**config.mk**
```make
export PLATFORM = sky130hd
export DESIGN_NAME = timer_channel_status_irq
export DESIGN_NICKNAME = d
export VERILOG_FILES = /design/src/timer_status_pkg.sv /design/src/timer_channel_status_irq.sv
export SDC_FILE = /design/constraint.sdc
export NUM_CORES = 1
export LEC_CHECK = 0
export BUFFER_PORTS_ARGS = -buffer_cell sky130_fd_sc_hd__buf_2
export CORE_MARGIN = 5
export CORE_UTILIZATION = 40
export CTS_CLUSTER_DIAMETER = 60
export CTS_CLUSTER_SIZE = 20
export DETAILED_ROUTE_END_ITERATION = 16
export HOLD_SLACK_MARGIN = 0.06
export PLACE_DENSITY_LB_ADDON = 0.3
export SYNTH_ARGS = -nofsm -noshare
export SYNTH_HDL_FRONTEND = slang
export SYNTH_SLANG_ARGS = --single-unit
```
**constraint.sdc**
```tcl
create_clock -name i_clk_sys -period 2.8 [get_ports i_clk_sys]
set_input_delay 0.14 -clock i_clk_sys [delete_from_list [all_inputs] [get_ports i_clk_sys]]
set_output_delay 0.14 -clock i_clk_sys [all_outputs]
set_load 0.05 [all_outputs]
```
**src/timer_status_pkg.sv**
```systemverilog
package timer_status_pkg;

  localparam int ADDR_W = 8;
  localparam int DATA_W = 32;
  localparam int FLAG_W = 8;
  localparam int CMP_W = 16;

  // register byte addresses
  localparam logic [ADDR_W-1:0] OFS_COMPARE_C = 8'h00;
  localparam logic [ADDR_W-1:0] OFS_STATUS = 8'h04;
  localparam logic [ADDR_W-1:0] OFS_IRQ_ENABLE = 8'h08;
  localparam logic [ADDR_W-1:0] OFS_IRQ_DISABLE = 8'h0C;
  localparam logic [ADDR_W-1:0] OFS_IRQ_MASK = 8'h10;

  // event flag positions, shared by status and enable ports
  localparam int BIT_OVERFLOW = 0;
  localparam int BIT_LOAD_OVERRUN = 1;
  localparam int BIT_COMPARE_A = 2;
  localparam int BIT_COMPARE_B = 3;
  localparam int BIT_COMPARE_C = 4;
  localparam int BIT_LOAD_A = 5;
  localparam int BIT_LOAD_B = 6;
  localparam int BIT_EXT_TRIGGER = 7;

  // live status positions
  localparam int BIT_CLOCK_RUNNING = 16;
  localparam int BIT_LINE_A_ECHO = 17;
  localparam int BIT_LINE_B_ECHO = 18;

  // flags that only exist in one mode
  localparam logic [FLAG_W-1:0] CAPTURE_ONLY_FLAGS = 8'h62;
  localparam logic [FLAG_W-1:0] WAVEFORM_ONLY_FLAGS = 8'h0C;

  localparam logic [CMP_W-1:0] COMPARE_C_RESET = 16'h0000;
  localparam logic [FLAG_W-1:0] FLAGS_RESET = 8'h00;
  localparam logic [FLAG_W-1:0] ENABLE_RESET = 8'h00;
  localparam logic [DATA_W-1:0] READ_IDLE = 32'h0000_0000;

  typedef struct packed {
    logic [ADDR_W-1:0] addr;
    logic [DATA_W-1:0] wdata;
    logic wr;
    logic rd;
  } bus_req_t;

  typedef struct packed {
    logic overflow;
    logic compare_a;
    logic compare_b;
    logic compare_c;
    logic load_a;
    logic load_b;
    logic ext_trigger;
  } counter_events_t;

  typedef struct packed {
    logic line_a_pin;
    logic line_b_pin;
    logic line_a_drive;
    logic line_b_drive;
  } timer_lines_t;

endpackage

```
**src/timer_channel_status_irq.sv**
```systemverilog
// Strobed register access and the placing of the registers were chosen for this implementation.
`timescale 1ns/10ps
// Overview of operation
// - compare C value is a read/write 16-bit field, upper bits read zero
// - capture mode: second load of A or B without read sets overrun
// - waveform mode: compare A match sets its flag; reads zero in capture
// - waveform mode: compare B match sets its flag; reads zero in capture
// - compare C match sets its flag in either mode
// - capture mode: capture A load sets its flag; zero in waveform
// - capture mode: capture B load sets its flag; zero in waveform
// - external trigger sets its flag in either mode
// - event flags stick until the status word is read, then clear
// - status bit 16 shows whether the counter clock runs, never cleared
// - status bit 17 echoes line A: pin in capture, drive in waveform
// - status bit 18 echoes line B: pin in capture, drive in waveform
// - flag bits: 0 overflow, 1 overrun, 2-4 compares, 5-6 loads, 7 trigger
// - enable port write-only; ones set enables, zeros leave them alone
// - counter overflow sets flag 0, enabled as interrupt by bit 0
// - disable port write-only; ones clear enables, zeros do nothing
// - mode bit zero selects capture mode, one selects waveform mode
module timer_channel_status_irq (
  input wire logic i_clk_sys,
  input wire logic i_rst,
  input wire timer_status_pkg::bus_req_t i_bus,
  output logic [timer_status_pkg::DATA_W-1:0] o_rdata,
  input wire logic i_wave_mode,
  input wire timer_status_pkg::counter_events_t i_events,
  input wire logic i_capture_a_read,
  input wire logic i_capture_b_read,
  input wire logic i_clock_running,
  input wire timer_status_pkg::timer_lines_t i_lines,
  output logic [timer_status_pkg::CMP_W-1:0] o_compare_c_value,
  output logic o_irq
);
  import timer_status_pkg::*;

  logic [CMP_W-1:0] compare_c;
  logic [FLAG_W-1:0] flags;
  logic [FLAG_W-1:0] next_flags;
  logic [FLAG_W-1:0] raw_events;
  logic [FLAG_W-1:0] visible_flags;
  logic [FLAG_W-1:0] irq_enable;
  logic pending_a;
  logic pending_b;
  logic overrun_event;
  logic line_a_echo;
  logic line_b_echo;
  logic status_read;
  logic [DATA_W-1:0] status_word;
  logic compare_c_write;
  logic enable_write;
  logic disable_write;

  function automatic logic hit(input logic [ADDR_W-1:0] addr,
                               input logic [ADDR_W-1:0] ofs,
                               input logic strobe);
    hit = strobe && (addr == ofs);
  endfunction

  assign status_read = hit(i_bus.addr, OFS_STATUS, i_bus.rd);
  // strobes decoded once so the checks below see sampled values
  assign compare_c_write = hit(i_bus.addr, OFS_COMPARE_C, i_bus.wr);
  assign enable_write = hit(i_bus.addr, OFS_IRQ_ENABLE, i_bus.wr);
  assign disable_write = hit(i_bus.addr, OFS_IRQ_DISABLE, i_bus.wr);

  // mode decides which flags may live; capture when the mode bit is 0
  function automatic logic [FLAG_W-1:0] mode_mask(input logic wave);
    mode_mask = wave ? ~CAPTURE_ONLY_FLAGS : ~WAVEFORM_ONLY_FLAGS;
  endfunction

  // a load while the previous one is unread is an overrun
  assign overrun_event = (i_events.load_a && pending_a) ||
                         (i_events.load_b && pending_b);

  always_comb begin
    raw_events = FLAGS_RESET;
    raw_events[BIT_OVERFLOW] = i_events.overflow;
    raw_events[BIT_LOAD_OVERRUN] = overrun_event;
    raw_events[BIT_COMPARE_A] = i_events.compare_a;
    raw_events[BIT_COMPARE_B] = i_events.compare_b;
    raw_events[BIT_COMPARE_C] = i_events.compare_c;
    raw_events[BIT_LOAD_A] = i_events.load_a;
    raw_events[BIT_LOAD_B] = i_events.load_b;
    raw_events[BIT_EXT_TRIGGER] = i_events.ext_trigger;
  end

  // an event in the clearing cycle survives the read
  always_comb begin
    next_flags = status_read ? FLAGS_RESET : flags;
    next_flags = next_flags | (raw_events & mode_mask(i_wave_mode));
  end

  always_ff @(posedge i_clk_sys or posedge i_rst) begin
    if (i_rst) begin
      flags <= FLAGS_RESET;
    end else begin
      flags <= next_flags;
    end
  end

  // flags of the other mode read zero even if set before a mode change
  assign visible_flags = flags & mode_mask(i_wave_mode);

  // pending marks a load not yet read; a status read restarts the window
  always_ff @(posedge i_clk_sys or posedge i_rst) begin
    if (i_rst) begin
      pending_a <= 1'b0;
      pending_b <= 1'b0;
    end else begin
      if (i_events.load_a && !i_wave_mode) begin
        pending_a <= 1'b1;
      end else if (i_capture_a_read || status_read) begin
        pending_a <= 1'b0;
      end
      if (i_events.load_b && !i_wave_mode) begin
        pending_b <= 1'b1;
      end else if (i_capture_b_read || status_read) begin
        pending_b <= 1'b0;
      end
    end
  end

  always_ff @(posedge i_clk_sys or posedge i_rst) begin
    if (i_rst) begin
      compare_c <= COMPARE_C_RESET;
    end else if (compare_c_write) begin
      compare_c <= i_bus.wdata[CMP_W-1:0];
    end
  end

  assign o_compare_c_value = compare_c;

  always_ff @(posedge i_clk_sys or posedge i_rst) begin
    if (i_rst) begin
      irq_enable <= ENABLE_RESET;
    end else if (enable_write) begin
      irq_enable <= irq_enable | i_bus.wdata[FLAG_W-1:0];
    end else if (disable_write) begin
      irq_enable <= irq_enable & ~i_bus.wdata[FLAG_W-1:0];
    end
  end

  // echo what the line really is: pin when sensing, drive when driving
  assign line_a_echo = i_wave_mode ? i_lines.line_a_drive
                                   : i_lines.line_a_pin;
  assign line_b_echo = i_wave_mode ? i_lines.line_b_drive
                                   : i_lines.line_b_pin;

  always_comb begin
    status_word = READ_IDLE;
    status_word[FLAG_W-1:0] = visible_flags;
    status_word[BIT_CLOCK_RUNNING] = i_clock_running;
    status_word[BIT_LINE_A_ECHO] = line_a_echo;
    status_word[BIT_LINE_B_ECHO] = line_b_echo;
  end

  // write-only ports read zero; mask readback exists for debug only
  always_ff @(posedge i_clk_sys or posedge i_rst) begin
    if (i_rst) begin
      o_rdata <= READ_IDLE;
    end else if (!i_bus.rd) begin
      o_rdata <= READ_IDLE;
    end else if (i_bus.addr == OFS_COMPARE_C) begin
      o_rdata <= {{(DATA_W-CMP_W){1'b0}}, compare_c};
    end else if (i_bus.addr == OFS_STATUS) begin
      o_rdata <= status_word;
    end else if (i_bus.addr == OFS_IRQ_MASK) begin
      o_rdata <= {{(DATA_W-FLAG_W){1'b0}}, irq_enable};
    end else begin
      o_rdata <= READ_IDLE;
    end
  end

  assign o_irq = |(visible_flags & irq_enable);
endmodule // timer_channel_status_irq

```
==> flow_summary_export.csv <==
group,metric,value,unit
sta,finalSetupViolations,0,
sta,rsz0062_at_grt,"no",
pwr,power_leakage,1.69,nW
worst_setup_path,cpPeakStageDelay,420,ps
grt,grt_pass1_wl,9.00,mm
sta,fin_setup_tns,0,ps
final_layout,area_growth,26.5,%
worst_setup_path,cp_max_fo,3,
synth,synth.avg_cell_area,12.8,sq um
sta,tightest_slew,548,ps
final_layout,multi_input_area,910,sq um
drt,routedWlPerCell,15.3,microns
final_layout,fin_nets,341,
floorplan,core_area,0.00589,sq mm
sta,hold_violations,0,
worst_setup_path,critPathTopFamily,"compound AO/OA/AOI/OAI gates",
drt,vias,1719,
worst_setup_path,timing.rr.start,"flags[1]",
grt,grt_overflow,0,
clock_network,cts_tree,"done",
drt,finalWirelength,5.48,mm
worst_setup_path,crit_slowest_cell,"dfrtp_1",
hold_path,min_path_type,"in2reg",
floorplan,num_rows,28,
worst_setup_path,path_depth,4,
synth,yosys-top-cells-count,"dfrtp_1 (53), inv_1 (15), buf_4 (13)",
place,hpwl,4.06,mm
hold_path,min_to,"o_compare_c_value[7]",
synth,synth_edf_count,0,
sta,period_share,63.6,%
synth,synth_cells,189,
worst_setup_path,crit_buf_inv,1,
pwr,powerDensity,480,mW/mm^2
place,io_buffers,78,
drt,vias_per_cell,4.80,
synth,yosysMostFrequentCell,"dfrtp_1",
worst_setup_path,cp-start-kind,"register",
grt,grt_pass1_vias,1784,
final_layout,fin_area,0.00305,sq mm
drt,antenna_left,0,
synth,synth_top_cell_by_area,"dfrtp_1",
clock_network,clk_pin_slew,110,ps
final_layout,antenna_cells,0,
clock_network,clock_latency,310,ps
place,postPlaceCellArea,0.00280,sq mm
sta,fin_skew,12.0,ps
pwr,vdd_drop_max,0.000214,V
synth,syn-cell-area,0.00241,sq mm
synth,ys_seq_area_share,55.0,%
sta,whs,73.2,ps
grt,groute.usage.overall,15.0,%
pwr,finalPower,1.46,mW
sta,clock.fmax,0.562,GHz
worst_setup_path,r2r_cells,3,
final_layout,drive_above_1_share,41.0,%
sta,post-route-min-period,1780,ps
place,gp_congestion,0.708,
drt,first_iter_violations,51,
clock_network,cts.sinks,53,
hold_path,hold_depth,2,
hold_path,min-delay-start,"i_bus[9]",
synth,ys_warn_count,0,
floorplan,initial_core_util,41.0,%
clock_network,clockBufferDepth,2,
final_layout,post-route-util,51.9,%
worst_setup_path,critical_path_required,2660,ps
clock_network,cts_buffers,5,
clock_network,htreeDepth,2,
worst_setup_path,cp-end-kind,"output pin",
clock_network,clockRootBuffer,"clkbuf_8",
grt,antenna_found_initial,0,
sta,drv_slew,0,
drt,drc,0,
run,maxCapViolCount,0,
synth,ys_top_cells_by_area,"dfrtp_1 (55%), mux2_4 (6.2%), mux2i_1 (4.1%), buf_4 (4.0%), mux2_2 (2.8%)",
drt,first_pass_iters,4,
worst_setup_path,reg2reg_to,"o_rdata[1]",
floorplan,ios,108,
synth,ys_seq_elements,53,
worst_setup_path,crit_arrival,1640,ps
synth,async_flop_share,100,%
final_layout,area.sequential,0.00133,sq mm
final_layout,num-fill-cells,538,
synth,synth_cell_types,34,
floorplan,die_width,87.7,microns
synth,synth_top_area_share,55.0,%
worst_setup_path,worstPathCellList,"a222oi_1 -> o221a_2 -> o211ai_1 -> buf_2",
clock_network,postCtsSetupBuffers,0,
outcome,outcome,"completed",
worst_setup_path,critPathKind,"reg2out",
grt,grt_max_degree,32,
floorplan,die_y,87.7,microns
worst_setup_path,rrSetupSlack,1820,ps
floorplan,die_area,0.00769,sq mm
sta,max-slew-margin-rel,63.3,%
synth,synth_ff_type,"dfrtp_1",
[logic make-up (layout without fill, tap and decap cells)]
| logic type | Yosys count | in the layout | share of synthesized area [%] |
|---|---|---|---|
| AOI/OAI and AO/OA | 33 | 33 | 11.2 |
| buffers and inverters | 38 | 120 | 9.23 |
| DFF | 53 | 53 | 55.0 |
| muxes | 26 | 26 | 13.2 |
| other | 1 | 13 | 0.155 |
| and+or+nand+nor | 38 | 38 | 11.2 |
[worst reg2reg max path, delay by kind of cell, from the launching register on]
kind	cells	cell delay, ps
compound gates	2	340
simple gates	1	130
flops	1	400
[per-stage QoR]
stage,instances,worst slack (ps)
after floorplan,201,1330
after global placement,334,952
after detailed placement,334,937
after CTS,358,1000
after global routing,358,867
final,358,1020
[layout by cell type, fill, tap and decap left out, types with 2 or more instances in the layout]
master and n:
dlygate4sd3_1 16, buf_2 78, buf_4 3, mux2i_1 10, clkbuf_8 5, nor2_1 6, a21oi_1 3, conb_1 13
dfrtp_1 53, and2_1 8, a22o_1 5, o21ai_0 7, mux2_4 10, o2111a_1 5, nand2_1 3, a32o_1 2
inv_1 14, a21o_1 3, o221a_2 4, nand2b_1 5, nand3_1 8, mux2_2 6
[power by group]
group	total (mW)	internal (mW)	switching (mW)
Sequential	0.798	0.785	0.0130
Combinational	0.222	0.0727	0.149
Clock	0.445	0.181	0.264
[worst max-delay path by stage]
stage           startpoint  slack [ps]                    end
3_3_place_gp     i_bus[38]         950  o_compare_c_value[11]
3_5_place_dp     i_bus[38]         940   o_compare_c_value[6]
4_1_cts           flags[7]        1000                  o_irq
5_1_grt           flags[7]         870                  o_irq
6_report          flags[7]        1020                  o_irq
2_1_floorplan  i_wave_mode        1330                  o_irq
[cell type report]
type	instances	share of cell area [%]
clock inverters	3	0.820
clock buffers	5	2.25
well taps	75	3.07
repair buffers	97	18.8
multi-input cells	110	29.8
inverters	15	1.84
flip-flops and latches	53	43.4
[repair_timing]
item | 4_1_cts | 5_1_grt
endpoints found under the hold margin | 37 | 0
gates resized for setup | 0 | 0
hold buffers | 16 | 0
[layer usage]
layer  share of wire [%]  GRT usage (%)  vias to the layer above
met5                   0              0                        -
met4                0.97           3.77                        0
met3                 7.9           4.23                        6
met2                  45           22.1                       67
met1                  46           21.9                      826
li1                    -              -                      820
(Power assumes the default switching activity.)
